$ cat src/rtl/stc_pkg.sv
// Constants, register map and carrier types of the sweep trigger control.
// Assumes a 20 MHz system clock and a 32-bit AXI4-Lite register bus.
package stc_pkg;

    // Clock and time base
    localparam int unsigned CLK_HZ = 32'h0131_2D00;
    localparam int unsigned MS_PER_S = 32'h0000_03E8;
    localparam int unsigned MS_CYCLES = CLK_HZ / MS_PER_S;

    // Line trigger range in Hz; the shortest accepted period rounds up
    localparam int unsigned LINE_MIN_HZ = 32'h0000_0030;
    localparam int unsigned LINE_MAX_HZ = 32'h0000_01B8;
    localparam int unsigned LINE_MIN_CYC =
        (CLK_HZ + LINE_MAX_HZ - 1) / LINE_MAX_HZ;

    // Rearm interval limits in ms (25 ms to 2.4 s), sweep time floor in ms
    localparam logic [15:0] REARM_MIN_MS = 16'h0019;
    localparam logic [15:0] REARM_MAX_MS = 16'h0960;
    localparam logic [15:0] SWEEP_MIN_MS = 16'h0001;
    localparam logic [15:0] SWEEP_MAX_MS = 16'hFFFF;

    // Register byte offsets
    localparam int ADDR_W = 8;
    localparam logic [7:0] OFF_CTRL = 8'h00;
    localparam logic [7:0] OFF_REARM = 8'h04;
    localparam logic [7:0] OFF_SWEEP = 8'h08;
    localparam logic [7:0] OFF_INHIBIT = 8'h0C;
    localparam logic [7:0] OFF_MARKER = 8'h10;
    localparam logic [7:0] OFF_MANUAL = 8'h14;
    localparam logic [7:0] OFF_STATUS = 8'h18;
    localparam logic [7:0] OFF_POS = 8'h1C;

    // Field positions
    localparam int CTRL_MODE_LSB = 0;
    localparam int CTRL_SRC_LSB = 2;
    localparam int CTRL_MARK_BIT = 4;
    localparam int INH_CAL_BIT = 0;
    localparam int INH_PARAM_BIT = 1;

    // Reset values
    localparam logic [4:0] CTRL_RST = 5'h00;
    localparam logic [15:0] REARM_RST = 16'h0019;
    localparam logic [15:0] SWEEP_RST = 16'h00C8;
    localparam logic [1:0] INHIBIT_RST = 2'h0;
    localparam logic [31:0] FREQ_RST = 32'h0000_0000;

    // Sweep modes and trigger sources as coded in the control register
    localparam logic [1:0] MODE_CONT = 2'h0;
    localparam logic [1:0] MODE_SINGLE = 2'h1;
    localparam logic [1:0] MODE_MANUAL = 2'h2;
    localparam logic [1:0] SRC_FREE = 2'h0;
    localparam logic [1:0] SRC_LINE = 2'h1;
    localparam logic [1:0] SRC_EXT = 2'h2;

    // Bus responses
    localparam logic [1:0] RESP_OKAY = 2'h0;
    localparam logic [1:0] RESP_SLVERR = 2'h2;

    typedef enum logic [2:0] {
        ST_IDLE,
        ST_REARM,
        ST_ARMED,
        ST_SWEEP,
        ST_MANUAL
    } stc_state_t;

    typedef struct packed {
        logic marker_en;
        logic [1:0] src;
        logic [1:0] mode;
    } stc_ctrl_t;

    typedef struct packed {
        logic [2:0] state;
        logic sweep_active;
        logic armed;
        logic manual_prefaced;
        logic [1:0] inhibit;
    } stc_status_t;

endpackage : stc_pkg

$ cat src/rtl/stc_edge_sync.sv
// Two-flop synchroniser with registered rise and fall pulses.
// Assumes an asynchronous pin that idles at IDLE_LEVEL.
module stc_edge_sync #(
    parameter logic IDLE_LEVEL = 1'b1
) (
    // Clock and reset
    input wire logic clk_sys,
    input wire logic rst_n,
    // Pin and pulses
    input wire logic pin,
    output logic rise,
    output logic fall
);

    logic meta_r;
    logic sync_r;
    logic prev_r;

    always_ff @(posedge clk_sys or negedge rst_n) begin
        if (!rst_n) begin
            meta_r <= IDLE_LEVEL;
            sync_r <= IDLE_LEVEL;
            prev_r <= IDLE_LEVEL;
            rise <= 1'b0;
            fall <= 1'b0;
        end else begin
            meta_r <= pin;
            sync_r <= meta_r;
            prev_r <= sync_r;
            rise <= sync_r & ~prev_r;
            fall <= ~sync_r & prev_r;
        end
    end

endmodule : stc_edge_sync

$ cat src/rtl/stc_sweep_trigger.sv
// Sweep sequencer and trigger selection with an AXI4-Lite register slave.
// Assumes a 20 MHz CLK_SYS, asynchronous trigger and line pins.
// How it works
// RL1 - Sweep-active output is high only while a sweep runs uninterrupted.
// RL2 - Continuous mode rearms after each sweep; next trigger starts next sweep.
// RL3 - Choosing continuous aborts and resets a running sweep, except from single.
// RL4 - Single: one trigger, one sweep, then back to start and unarmed.
// RL5 - Choosing single resets and rearms, except when coming from continuous.
// RL6 - Manual stops sweeping, enables marker, loads and prefaces manual frequency.
// RL7 - Free-run source triggers as soon as rearming ends.
// RL8 - Line source triggers at mains ticks up to 440 Hz; slower ticks are not rejected.
// RL9 - External source triggers on a falling edge of the trigger pin.
// RL10 - Triggers count only when armed; others are dropped.
// RL11 - Rearm lasts 25 ms to 2.4 s as software sets it.
// RL12 - Calibration or parameter change holds rearm and trigger acceptance.
// RL13 - One source at a time; external pin is synchronised before edge detect.
module stc_sweep_trigger #(
    parameter int unsigned MS_CYC = stc_pkg::MS_CYCLES,
    parameter int unsigned LINE_GAP_CYC = stc_pkg::LINE_MIN_CYC
) (
    // Clock and reset
    input wire logic CLK_SYS,
    input wire logic RSTN,
    // AXI4-Lite write
    input wire logic [7:0] S_AXI_AWADDR,
    input wire logic [2:0] S_AXI_AWPROT,
    input wire logic S_AXI_AWVALID,
    output logic S_AXI_AWREADY,
    input wire logic [31:0] S_AXI_WDATA,
    input wire logic [3:0] S_AXI_WSTRB,
    input wire logic S_AXI_WVALID,
    output logic S_AXI_WREADY,
    output logic [1:0] S_AXI_BRESP,
    output logic S_AXI_BVALID,
    input wire logic S_AXI_BREADY,
    // AXI4-Lite read
    input wire logic [7:0] S_AXI_ARADDR,
    input wire logic [2:0] S_AXI_ARPROT,
    input wire logic S_AXI_ARVALID,
    output logic S_AXI_ARREADY,
    output logic [31:0] S_AXI_RDATA,
    output logic [1:0] S_AXI_RRESP,
    output logic S_AXI_RVALID,
    input wire logic S_AXI_RREADY,
    // Trigger pins
    input wire logic EXTERNAL_TRIGGER_INPUT,
    input wire logic LINE_REF,
    // Sweep control
    output logic SWEEP_ACTIVE,
    output logic SWEEP_START,
    output logic SWEEP_RESET,
    output logic MARKER_ENABLE
);

    localparam logic [19:0] MS_LAST = 20'(MS_CYC - 1);
    localparam logic [19:0] LINE_GAP = 20'(LINE_GAP_CYC);

    function automatic logic hit(input logic [7:0] a, input logic [7:0] off);
        return a[7:2] == off[7:2];
    endfunction : hit

    function automatic logic known(input logic [7:0] a);
        return a[7:5] == 3'h0;
    endfunction : known

    function automatic logic [31:0] merge(input logic [31:0] old,
        input logic [31:0] d, input logic [3:0] s);
        logic [31:0] r;
        r = old;
        for (int i = 0; i < 4; i++) begin
            if (s[i]) begin
                r[8*i +: 8] = d[8*i +: 8];
            end
        end
        return r;
    endfunction : merge

    function automatic logic [15:0] clamp(input logic [15:0] v,
        input logic [15:0] lo, input logic [15:0] hi);
        return (v < lo) ? lo : ((v > hi) ? hi : v);
    endfunction : clamp

    // Bus slave state
    logic aw_rdy_r;
    logic w_rdy_r;
    logic ar_rdy_r;
    logic aw_got_r;
    logic w_got_r;
    logic bvalid_r;
    logic rvalid_r;
    logic [1:0] bresp_r;
    logic [1:0] rresp_r;
    logic [31:0] rdata_r;
    logic [7:0] awaddr_r;
    logic [31:0] wdata_r;
    logic [3:0] wstrb_r;

    // Registers and sequencer state
    stc_pkg::stc_ctrl_t ctrl_r;
    logic [15:0] rearm_ms_r;
    logic [15:0] sweep_ms_r;
    logic [1:0] inhibit_r;
    logic [31:0] marker_r;
    logic [31:0] manual_r;
    logic prefaced_r;
    stc_pkg::stc_state_t state_r;
    stc_pkg::stc_state_t state_nxt;
    logic [19:0] ms_cnt_r;
    logic [15:0] phase_r;
    logic [19:0] line_gap_r;
    logic active_r;
    logic start_r;
    logic reset_r;
    logic start_nxt;
    logic reset_nxt;

    // Write channel decode
    logic aw_hs;
    logic w_hs;
    logic do_wr;
    logic [7:0] wr_addr;
    logic [31:0] wr_data;
    logic [3:0] wr_strb;
    logic aw_got_nxt;
    logic w_got_nxt;
    logic bvalid_nxt;
    assign aw_hs = S_AXI_AWVALID & aw_rdy_r;
    assign w_hs = S_AXI_WVALID & w_rdy_r;
    assign do_wr = (aw_got_r | aw_hs) & (w_got_r | w_hs);
    assign wr_addr = aw_got_r ? awaddr_r : S_AXI_AWADDR;
    assign wr_data = w_got_r ? wdata_r : S_AXI_WDATA;
    assign wr_strb = w_got_r ? wstrb_r : S_AXI_WSTRB;
    assign aw_got_nxt = (aw_got_r | aw_hs) & ~do_wr;
    assign w_got_nxt = (w_got_r | w_hs) & ~do_wr;
    assign bvalid_nxt = do_wr | (bvalid_r & ~S_AXI_BREADY);

    // Read channel decode
    logic ar_hs;
    logic rvalid_nxt;
    logic [31:0] rd_word;
    stc_pkg::stc_status_t status;
    assign ar_hs = S_AXI_ARVALID & ar_rdy_r;
    assign rvalid_nxt = ar_hs | (rvalid_r & ~S_AXI_RREADY);
    assign status = '{state: state_r, sweep_active: active_r,
        armed: state_r == stc_pkg::ST_ARMED, manual_prefaced: prefaced_r,
        inhibit: inhibit_r};
    assign rd_word =
        hit(S_AXI_ARADDR, stc_pkg::OFF_CTRL) ? {27'h0, ctrl_r} :
        hit(S_AXI_ARADDR, stc_pkg::OFF_REARM) ? {16'h0, rearm_ms_r} :
        hit(S_AXI_ARADDR, stc_pkg::OFF_SWEEP) ? {16'h0, sweep_ms_r} :
        hit(S_AXI_ARADDR, stc_pkg::OFF_INHIBIT) ? {30'h0, inhibit_r} :
        hit(S_AXI_ARADDR, stc_pkg::OFF_MARKER) ? marker_r :
        hit(S_AXI_ARADDR, stc_pkg::OFF_MANUAL) ? manual_r :
        hit(S_AXI_ARADDR, stc_pkg::OFF_STATUS) ? {24'h0, status} :
        hit(S_AXI_ARADDR, stc_pkg::OFF_POS) ? {16'h0, phase_r} :
        32'h0000_0000;

    // Register write decode
    logic wr_ctrl;
    logic [31:0] ctrl_word;
    logic [1:0] new_mode;
    logic [1:0] new_src;
    logic press;
    logic [31:0] rearm_word;
    logic [31:0] sweep_word;
    assign wr_ctrl = do_wr & hit(wr_addr, stc_pkg::OFF_CTRL);
    assign ctrl_word = merge({27'h0, ctrl_r}, wr_data, wr_strb);
    assign new_mode = ctrl_word[stc_pkg::CTRL_MODE_LSB +: 2];
    assign new_src = ctrl_word[stc_pkg::CTRL_SRC_LSB +: 2];
    assign press = wr_ctrl & (new_mode != 2'h3);
    assign rearm_word = merge({16'h0, rearm_ms_r}, wr_data, wr_strb);
    assign sweep_word = merge({16'h0, sweep_ms_r}, wr_data, wr_strb);

    // Trigger sources
    logic ext_fall;
    logic line_rise;
    logic line_tick;
    logic trig;
    logic inhibit;
    logic ms_tick;
    logic phase_done;
    logic [15:0] phase_goal;

    stc_edge_sync #(
        .IDLE_LEVEL(1'b1)
    ) u_ext_sync (
        .clk_sys(CLK_SYS),
        .rst_n(RSTN),
        .pin(EXTERNAL_TRIGGER_INPUT),
        .rise(),
        .fall(ext_fall)
    ); // RL13

    stc_edge_sync #(
        .IDLE_LEVEL(1'b1)
    ) u_line_sync (
        .clk_sys(CLK_SYS),
        .rst_n(RSTN),
        .pin(LINE_REF),
        .rise(line_rise),
        .fall()
    );

    assign line_tick = line_rise & (line_gap_r >= LINE_GAP); // RL8
    assign trig = (ctrl_r.src == stc_pkg::SRC_FREE) | // RL7
        ((ctrl_r.src == stc_pkg::SRC_LINE) & line_tick) | // RL8
        ((ctrl_r.src == stc_pkg::SRC_EXT) & ext_fall); // RL9
    assign inhibit = |inhibit_r; // RL12
    assign ms_tick = ms_cnt_r == MS_LAST;
    assign phase_goal = (state_r == stc_pkg::ST_SWEEP) ? sweep_ms_r
        : rearm_ms_r;
    assign phase_done = ms_tick & ((phase_r + 16'h0001) >= phase_goal);

    // Sequencer next state, with mode selection taking priority
    always_comb begin
        state_nxt = state_r;
        start_nxt = 1'b0;
        reset_nxt = 1'b0;
        case (state_r)
            stc_pkg::ST_REARM: begin
                if (!inhibit && phase_done) begin
                    state_nxt = stc_pkg::ST_ARMED; // RL11
                end
            end
            stc_pkg::ST_ARMED: begin
                if (!inhibit && trig) begin
                    state_nxt = stc_pkg::ST_SWEEP; // RL10
                    start_nxt = 1'b1;
                end
            end
            stc_pkg::ST_SWEEP: begin
                if (!inhibit && phase_done) begin
                    reset_nxt = 1'b1;
                    if (ctrl_r.mode == stc_pkg::MODE_CONT) begin
                        state_nxt = stc_pkg::ST_REARM; // RL2
                    end else begin
                        state_nxt = stc_pkg::ST_IDLE; // RL4
                    end
                end
            end
            stc_pkg::ST_IDLE: begin
                state_nxt = stc_pkg::ST_IDLE;
            end
            stc_pkg::ST_MANUAL: begin
                state_nxt = stc_pkg::ST_MANUAL;
            end
            default: begin
                state_nxt = stc_pkg::ST_IDLE;
            end
        endcase
        if (press) begin
            case (new_mode)
                stc_pkg::MODE_CONT: begin
                    if (ctrl_r.mode != stc_pkg::MODE_SINGLE) begin
                        state_nxt = stc_pkg::ST_REARM; // RL3
                        start_nxt = 1'b0;
                        reset_nxt = 1'b1;
                    end else if (state_r == stc_pkg::ST_IDLE) begin
                        state_nxt = stc_pkg::ST_REARM; // RL2
                    end
                end
                stc_pkg::MODE_SINGLE: begin
                    if (ctrl_r.mode != stc_pkg::MODE_CONT) begin
                        state_nxt = stc_pkg::ST_REARM; // RL5
                        start_nxt = 1'b0;
                        reset_nxt = 1'b1;
                    end
                end
                default: begin
                    state_nxt = stc_pkg::ST_MANUAL; // RL6
                    start_nxt = 1'b0;
                end
            endcase
        end
    end

    // Bus handshake registers
    always_ff @(posedge CLK_SYS or negedge RSTN) begin
        if (!RSTN) begin
            aw_rdy_r <= 1'b0;
            w_rdy_r <= 1'b0;
            ar_rdy_r <= 1'b0;
            aw_got_r <= 1'b0;
            w_got_r <= 1'b0;
            bvalid_r <= 1'b0;
            rvalid_r <= 1'b0;
            bresp_r <= stc_pkg::RESP_OKAY;
            rresp_r <= stc_pkg::RESP_OKAY;
            rdata_r <= 32'h0000_0000;
            awaddr_r <= 8'h00;
            wdata_r <= 32'h0000_0000;
            wstrb_r <= 4'h0;
        end else begin
            aw_got_r <= aw_got_nxt;
            w_got_r <= w_got_nxt;
            bvalid_r <= bvalid_nxt;
            rvalid_r <= rvalid_nxt;
            aw_rdy_r <= ~aw_got_nxt & ~bvalid_nxt;
            w_rdy_r <= ~w_got_nxt & ~bvalid_nxt;
            ar_rdy_r <= ~rvalid_nxt;
            if (aw_hs) begin
                awaddr_r <= S_AXI_AWADDR;
            end
            if (w_hs) begin
                wdata_r <= S_AXI_WDATA;
                wstrb_r <= S_AXI_WSTRB;
            end
            if (do_wr) begin
                bresp_r <= known(wr_addr) ? stc_pkg::RESP_OKAY
                    : stc_pkg::RESP_SLVERR;
            end
            if (ar_hs) begin
                rdata_r <= rd_word;
                rresp_r <= known(S_AXI_ARADDR) ? stc_pkg::RESP_OKAY
                    : stc_pkg::RESP_SLVERR;
            end
        end
    end

    // Software registers
    always_ff @(posedge CLK_SYS or negedge RSTN) begin
        if (!RSTN) begin
            ctrl_r <= stc_pkg::CTRL_RST;
            rearm_ms_r <= stc_pkg::REARM_RST;
            sweep_ms_r <= stc_pkg::SWEEP_RST;
            inhibit_r <= stc_pkg::INHIBIT_RST;
            marker_r <= stc_pkg::FREQ_RST;
            manual_r <= stc_pkg::FREQ_RST;
            prefaced_r <= 1'b0;
        end else begin
            if (press) begin
                ctrl_r.mode <= new_mode;
                prefaced_r <= new_mode == stc_pkg::MODE_MANUAL;
                if (new_mode == stc_pkg::MODE_MANUAL) begin
                    manual_r <= marker_r; // RL6
                end
            end
            if (wr_ctrl && new_src != 2'h3) begin
                ctrl_r.src <= new_src; // RL13
            end
            if (wr_ctrl) begin
                ctrl_r.marker_en <= ctrl_word[stc_pkg::CTRL_MARK_BIT] |
                    (press && new_mode == stc_pkg::MODE_MANUAL); // RL6
            end
            if (do_wr && hit(wr_addr, stc_pkg::OFF_REARM)) begin
                rearm_ms_r <= clamp(rearm_word[15:0], stc_pkg::REARM_MIN_MS,
                    stc_pkg::REARM_MAX_MS); // RL11
            end
            if (do_wr && hit(wr_addr, stc_pkg::OFF_SWEEP)) begin
                sweep_ms_r <= clamp(sweep_word[15:0], stc_pkg::SWEEP_MIN_MS,
                    stc_pkg::SWEEP_MAX_MS);
            end
            if (do_wr && hit(wr_addr, stc_pkg::OFF_INHIBIT)) begin
                inhibit_r <= wr_strb[0] ? wr_data[1:0] : inhibit_r;
            end
            if (do_wr && hit(wr_addr, stc_pkg::OFF_MARKER)) begin
                marker_r <= merge(marker_r, wr_data, wr_strb);
            end
            if (do_wr && hit(wr_addr, stc_pkg::OFF_MANUAL) && prefaced_r
                && !press) begin
                manual_r <= merge(manual_r, wr_data, wr_strb); // RL6
            end
        end
    end

    // Sequencer, timers and outputs
    always_ff @(posedge CLK_SYS or negedge RSTN) begin
        if (!RSTN) begin
            state_r <= stc_pkg::ST_IDLE;
            ms_cnt_r <= 20'h00000;
            phase_r <= 16'h0000;
            line_gap_r <= 20'h00000;
            active_r <= 1'b0;
            start_r <= 1'b0;
            reset_r <= 1'b0;
        end else begin
            state_r <= state_nxt;
            start_r <= start_nxt;
            reset_r <= reset_nxt;
            active_r <= (state_nxt == stc_pkg::ST_SWEEP) & ~inhibit; // RL1
            if (state_nxt != state_r || ms_tick || inhibit) begin
                ms_cnt_r <= 20'h00000; // RL12
            end else begin
                ms_cnt_r <= ms_cnt_r + 20'h00001;
            end
            if (state_nxt != state_r || reset_nxt) begin
                phase_r <= 16'h0000;
            end else if (ms_tick && !inhibit) begin
                phase_r <= phase_r + 16'h0001;
            end
            if (line_tick) begin
                line_gap_r <= 20'h00000;
            end else if (line_gap_r < LINE_GAP) begin
                line_gap_r <= line_gap_r + 20'h00001;
            end
        end
    end

    assign S_AXI_AWREADY = aw_rdy_r;
    assign S_AXI_WREADY = w_rdy_r;
    assign S_AXI_BRESP = bresp_r;
    assign S_AXI_BVALID = bvalid_r;
    assign S_AXI_ARREADY = ar_rdy_r;
    assign S_AXI_RDATA = rdata_r;
    assign S_AXI_RRESP = rresp_r;
    assign S_AXI_RVALID = rvalid_r;
    assign SWEEP_ACTIVE = active_r;
    assign SWEEP_START = start_r;
    assign SWEEP_RESET = reset_r;
    assign MARKER_ENABLE = ctrl_r.marker_en;

    // Protection bits carry no meaning here
    logic unused_prot;
    assign unused_prot = ^{S_AXI_AWPROT, S_AXI_ARPROT};

endmodule : stc_sweep_trigger

$ cat config.mk
export PLATFORM = sky130hd
export DESIGN_NAME = stc_sweep_trigger
export DESIGN_NICKNAME = d
export VERILOG_FILES = /design/src/rtl/stc_pkg.sv /design/src/rtl/stc_edge_sync.sv /design/src/rtl/stc_sweep_trigger.sv
export SDC_FILE = /design/constraint.sdc
export NUM_CORES = 1
export LEC_CHECK = 0
export ABC_AREA = 1
export BUFFER_PORTS_ARGS = -buffer_cell sky130_fd_sc_hd__clkbuf_2
export CAP_MARGIN = 10
export CORE_MARGIN = 2
export CORE_UTILIZATION = 40
export CTS_BUF_LIST = sky130_fd_sc_hd__clkbuf_8
export DETAILED_ROUTE_END_ITERATION = 12
export HOLD_SLACK_MARGIN = 0.06
export SYNTH_ARGS = -nofsm -noshare
export SYNTH_HDL_FRONTEND = slang
export SYNTH_HIERARCHICAL = 1
export SYNTH_SLANG_ARGS = --single-unit
$ cat constraint.sdc
create_clock -name CLK_SYS -period 3.7 [get_ports CLK_SYS]
set_input_delay 0.185 -clock CLK_SYS [delete_from_list [all_inputs] [get_ports CLK_SYS]]
set_output_delay 0.185 -clock CLK_SYS [all_outputs]
set_load 0.02 [all_outputs]
==> impl_metrics.prom <==
# TYPE chip_impl_metric gauge
chip_impl_info{name="result_of_the_run",value="completed"} 1
chip_impl_info{name="holdPathEnd",value="awaddr_r[5]$_DFFE_PN0P_"} 1
chip_impl_metric{name="fmaxAchievable",unit="GHz"} 0.2832
chip_impl_info{name="cp-start-kind",value="flop"} 1
chip_impl_metric{name="avgSynthCellArea",unit="sq um"} 8.125
chip_impl_metric{name="gr-usage-all-layers",unit="%"} 19.83
chip_impl_metric{name="final_cell_area",unit="sq um"} 16070
chip_impl_metric{name="fill_cells",unit=""} 3208
chip_impl_metric{name="post-dp-hpwl",unit="mm"} 24.12
chip_impl_metric{name="wire_per_inst",unit="um"} 14.86
chip_impl_info{name="most-common-layout-cells",value="353 x sky130_fd_sc_hd__nand2_1, 247 x sky130_fd_sc_hd__o21ai_0, 244 x sky130_fd_sc_hd__dfrtp_1, 214 x sky130_fd_sc_hd__inv_1, 119 x sky130_fd_sc_hd__nor2_1"} 1
chip_impl_metric{name="area_growth",unit="%"} 21.13
chip_impl_info{name="cts_tree",value="yes"} 1
chip_impl_metric{name="die_h",unit="um"} 186.1
chip_impl_info{name="setup_repair_after_global_routing_missed_its_margin",value="true"} 1
chip_impl_metric{name="wire_length_of_the_first_global_routing_pass",unit="mm"} 54.43
chip_impl_info{name="timing.rr.end",value="ms_cnt_r[11]$_DFF_PN0_"} 1
chip_impl_info{name="worst_setup_path_startpoint",value="phase_r[0]$_DFFE_PN0P_"} 1
chip_impl_metric{name="worst-r2r-setup-slack",unit="ns"} 0.17
chip_impl_metric{name="drv.max_cap_violation_count",unit=""} 0
chip_impl_metric{name="synth_area",unit="sq um"} 13270
chip_impl_info{name="crit_path_end_kind",value="flop"} 1
chip_impl_metric{name="number_of_max_slew_violations_in_the_final_report",unit=""} 0
chip_impl_metric{name="detailroute.via_count",unit=""} 11361
chip_impl_metric{name="fin_skew",unit="ns"} 0.03210
chip_impl_metric{name="placementRows",unit=""} 66
chip_impl_metric{name="required_time_of_the_worst_setup_path",unit="ns"} 4.22
chip_impl_metric{name="max-clock-path-buffers",unit=""} 3
chip_impl_metric{name="totalWireLength",unit="mm"} 33.93
chip_impl_metric{name="vdd.ir_drop.worst",unit="V"} 0.0003086
chip_impl_metric{name="drt_iter0_markers",unit=""} 893
chip_impl_metric{name="final_cycle_utilization_of_the_critical_path",unit="%"} 95.44
chip_impl_metric{name="buffer_ports.inserted",unit=""} 99
chip_impl_metric{name="clock_insertion_delay_worst_skew",unit="ns"} 0.60
chip_impl_metric{name="p_comb_share",unit="%"} 29.4
chip_impl_metric{name="num-nets-final",unit=""} 1890
chip_impl_info{name="worst_hold_startpoint",value="S_AXI_AWVALID"} 1
chip_impl_metric{name="drt_pass1_iterations",unit=""} 6
chip_impl_metric{name="clock_sink_count",unit=""} 257
chip_impl_metric{name="leakage",unit="uW"} 0.007717
chip_impl_info{name="hold_class",value="in -> reg"} 1
chip_impl_metric{name="clkSlewWorstSetupHoldPaths",unit="ns"} 0.06
chip_impl_metric{name="intPower",unit="uW"} 5946
chip_impl_metric{name="remaining_drc_errors",unit=""} 0
chip_impl_metric{name="power_per_cell_area",unit="nW/um^2"} 584.0
chip_impl_metric{name="hold_violations",unit=""} 0
chip_impl_metric{name="worst_max_slew_margin_expressed_relative_to_the_limit",unit="%"} 30.88
chip_impl_metric{name="die_w",unit="um"} 186.1
chip_impl_metric{name="placement.cell_area",unit="sq um"} 14270
chip_impl_info{name="ctsRootBufferMaster",value="sky130_fd_sc_hd__clkbuf_8"} 1
chip_impl_metric{name="p_sw_share",unit="%"} 36.65
chip_impl_metric{name="initial_core_util",unit="%"} 40.68
chip_impl_metric{name="final-instance-count-excl-fill",unit=""} 2283
chip_impl_metric{name="worst-r2r-cell-count",unit=""} 25
chip_impl_metric{name="floorplan.core_area",unit="sq um"} 32620
chip_impl_info{name="critical_path.reg2reg.startpoint",value="phase_r[0]$_DFFE_PN0P_"} 1
chip_impl_metric{name="critical_path.max_fanout",unit=""} 10
chip_impl_info{name="worstSetupPathType",value="reg -> reg"} 1
chip_impl_metric{name="finalWeightedCongestion",unit=""} 0.8839
chip_impl_metric{name="worstPathArrival",unit="ns"} 4.05
chip_impl_metric{name="dp.cells",unit=""} 2138
chip_impl_metric{name="synthesis.instances",unit=""} 1633
chip_impl_metric{name="antenna_found_initial",unit=""} 0
chip_impl_metric{name="power_frac_seq",unit="%"} 41.2
chip_impl_metric{name="worst_hold_path_depth",unit=""} 3
chip_impl_metric{name="finalWorstPathRequiredPeriod",unit="ns"} 3.531
chip_impl_metric{name="power.net_switching",unit="uW"} 3440
chip_impl_metric{name="h_tree_depth",unit=""} 2
chip_impl_metric{name="routed_via_density",unit=""} 4.976
chip_impl_metric{name="finalSetupTns",unit="ns"} 0
chip_impl_metric{name="num_antenna_cells",unit=""} 0
chip_impl_metric{name="pin_count",unit=""} 112
chip_impl_info{name="mostFrequentLayoutCell",value="sky130_fd_sc_hd__nand2_1"} 1
chip_impl_metric{name="tightestPinTransition",unit="ns"} 1.030
chip_impl_metric{name="overall_overflow_remaining_after_global_route",unit=""} 0
chip_impl_metric{name="final_layout_size_suffix_gt1_share",unit="%"} 18.31
chip_impl_metric{name="cts_inserted_buffers",unit=""} 47
chip_impl_metric{name="synth-warning-count",unit=""} 6
chip_impl_metric{name="floorplan.die_area",unit="sq um"} 34640
chip_impl_metric{name="clock_power_share",unit="%"} 29.4
chip_impl_metric{name="antenna_violating_nets_post_route",unit=""} 0
chip_impl_metric{name="vias_in_the_first_global_route",unit=""} 10568
chip_impl_metric{name="setup-violations-final",unit=""} 0
chip_impl_metric{name="grt_start_max_net_pins",unit=""} 91
[cell type report]
class                      instances  area, sq um  area share [%]
tap                              442        553.0           3.441
clock inverter                    27        165.2           1.028
sequential                       257         6447           40.12
timing repair buffer             186         1399           8.704
clock buffer                      59        812.0           5.053
multi-input combinational       1107         5921           36.84
inverter                         205        774.5           4.819
[through the flow]
| step | total power [uW] | utilization [%] | hold slack, ns | setup WS (ns) |
|---|---|---|---|---|
| final | 9386 | 49.27 | 0.1079 | 0.1688 |
| after global routing | 10050 | 49.27 | 0.1651 | -0.1566 |
| after CTS | 9255 | 48.34 | 0.07681 | 0.02057 |
| after detailed placement | 6360 | 43.75 | 0.2418 | -0.02645 |
| after global placement | 6278 | 43.75 | 0.2442 | 0.05221 |
| after floorplan | 5689 | - | -0.1106 | 0.3838 |
[power groups by stage]
stage                     sequential [uW]  combinational, uW  clock (uW)
after global placement               3870               2400           0
after floorplan                      3820               1870           0
after CTS                            3860               2540        2850
final                                3870               2760        2760
after global routing                 3950               3110        2990
after detailed placement             3900               2460           0
[what timing repair did]
| action | CTS | global route |
|---|---|---|
| hold endpoints to repair | 158 | 0 |
| gates cloned | 0 | 3 |
| hold buffers | 50 | 0 |
| gates resized for setup | 0 | 45 |
| pin swaps | 0 | 6 |
| setup endpoints to repair | 16 | 36 |
| buffers inserted | 1 | 5 |
[sequential cells by signal, summed over array words and instances (netlist names), 2 cells and up]
name / cells
inhibit_r: 2
wstrb_r: 4
rearm_ms_r: 16
ctrl_r: 4
manual_r: 32
wdata_r: 32
phase_r: 16
awaddr_r: 6
sweep_ms_r: 16
state_r: 3
line_gap_r: 20
ms_cnt_r: 20
S_AXI_RDATA: 32
marker_r: 32
[worst max path at each step]
stage,endpoint,slack [ns],depth (start not counted)
2_1_floorplan,phase_r[10]$_DFFE_PN0P_,0.38,26
3_3_place_gp,phase_r[15]$_DFFE_PN0P_,0.05,25
3_5_place_dp,phase_r[0]$_DFFE_PN0P_,-0.03,25
4_1_cts,ms_cnt_r[11]$_DFF_PN0_,0.02,26
5_1_grt,ms_cnt_r[7]$_DFF_PN0_,-0.16,26
6_report,ms_cnt_r[11]$_DFF_PN0_,0.17,25
[routing by layer]
layer	global-route usage, %	vias up	part of all wire (%)
li1	-	5687	-
met3	3.346	59	5.5
met2	30.29	272	45
met1	28.65	5343	47
met4	6.457	0	2.4
met5	0	-	0
[worst max-delay path, cell delays in order, from the launching register on]
cell and delay (ns):
sky130_fd_sc_hd__dfrtp_1 0.38, sky130_fd_sc_hd__ha_2 0.20, sky130_fd_sc_hd__nand2_2 0.07, sky130_fd_sc_hd__nor2_4 0.09
sky130_fd_sc_hd__nand3_2 0.08, sky130_fd_sc_hd__nor2_1 0.10, sky130_fd_sc_hd__nand2_1 0.10, sky130_fd_sc_hd__nor3_2 0.23
sky130_fd_sc_hd__nand3_2 0.11, sky130_fd_sc_hd__nor3_2 0.14, sky130_fd_sc_hd__xor2_1 0.10, sky130_fd_sc_hd__ha_1 0.29
sky130_fd_sc_hd__nand2_2 0.06, sky130_fd_sc_hd__buf_4 0.14, sky130_fd_sc_hd__nor3_2 0.21, sky130_fd_sc_hd__nand2_1 0.09
sky130_fd_sc_hd__nand3_2 0.14, sky130_fd_sc_hd__nand3_1 0.10, sky130_fd_sc_hd__nand3_2 0.10, sky130_fd_sc_hd__nand2_2 0.06
sky130_fd_sc_hd__nand2_2 0.06, sky130_fd_sc_hd__nand2_2 0.06, sky130_fd_sc_hd__nor2_4 0.13, sky130_fd_sc_hd__nand3_4 0.13
sky130_fd_sc_hd__clkbuf_16 0.20, sky130_fd_sc_hd__nor2_2 0.07
(Power assumes the default switching activity.)
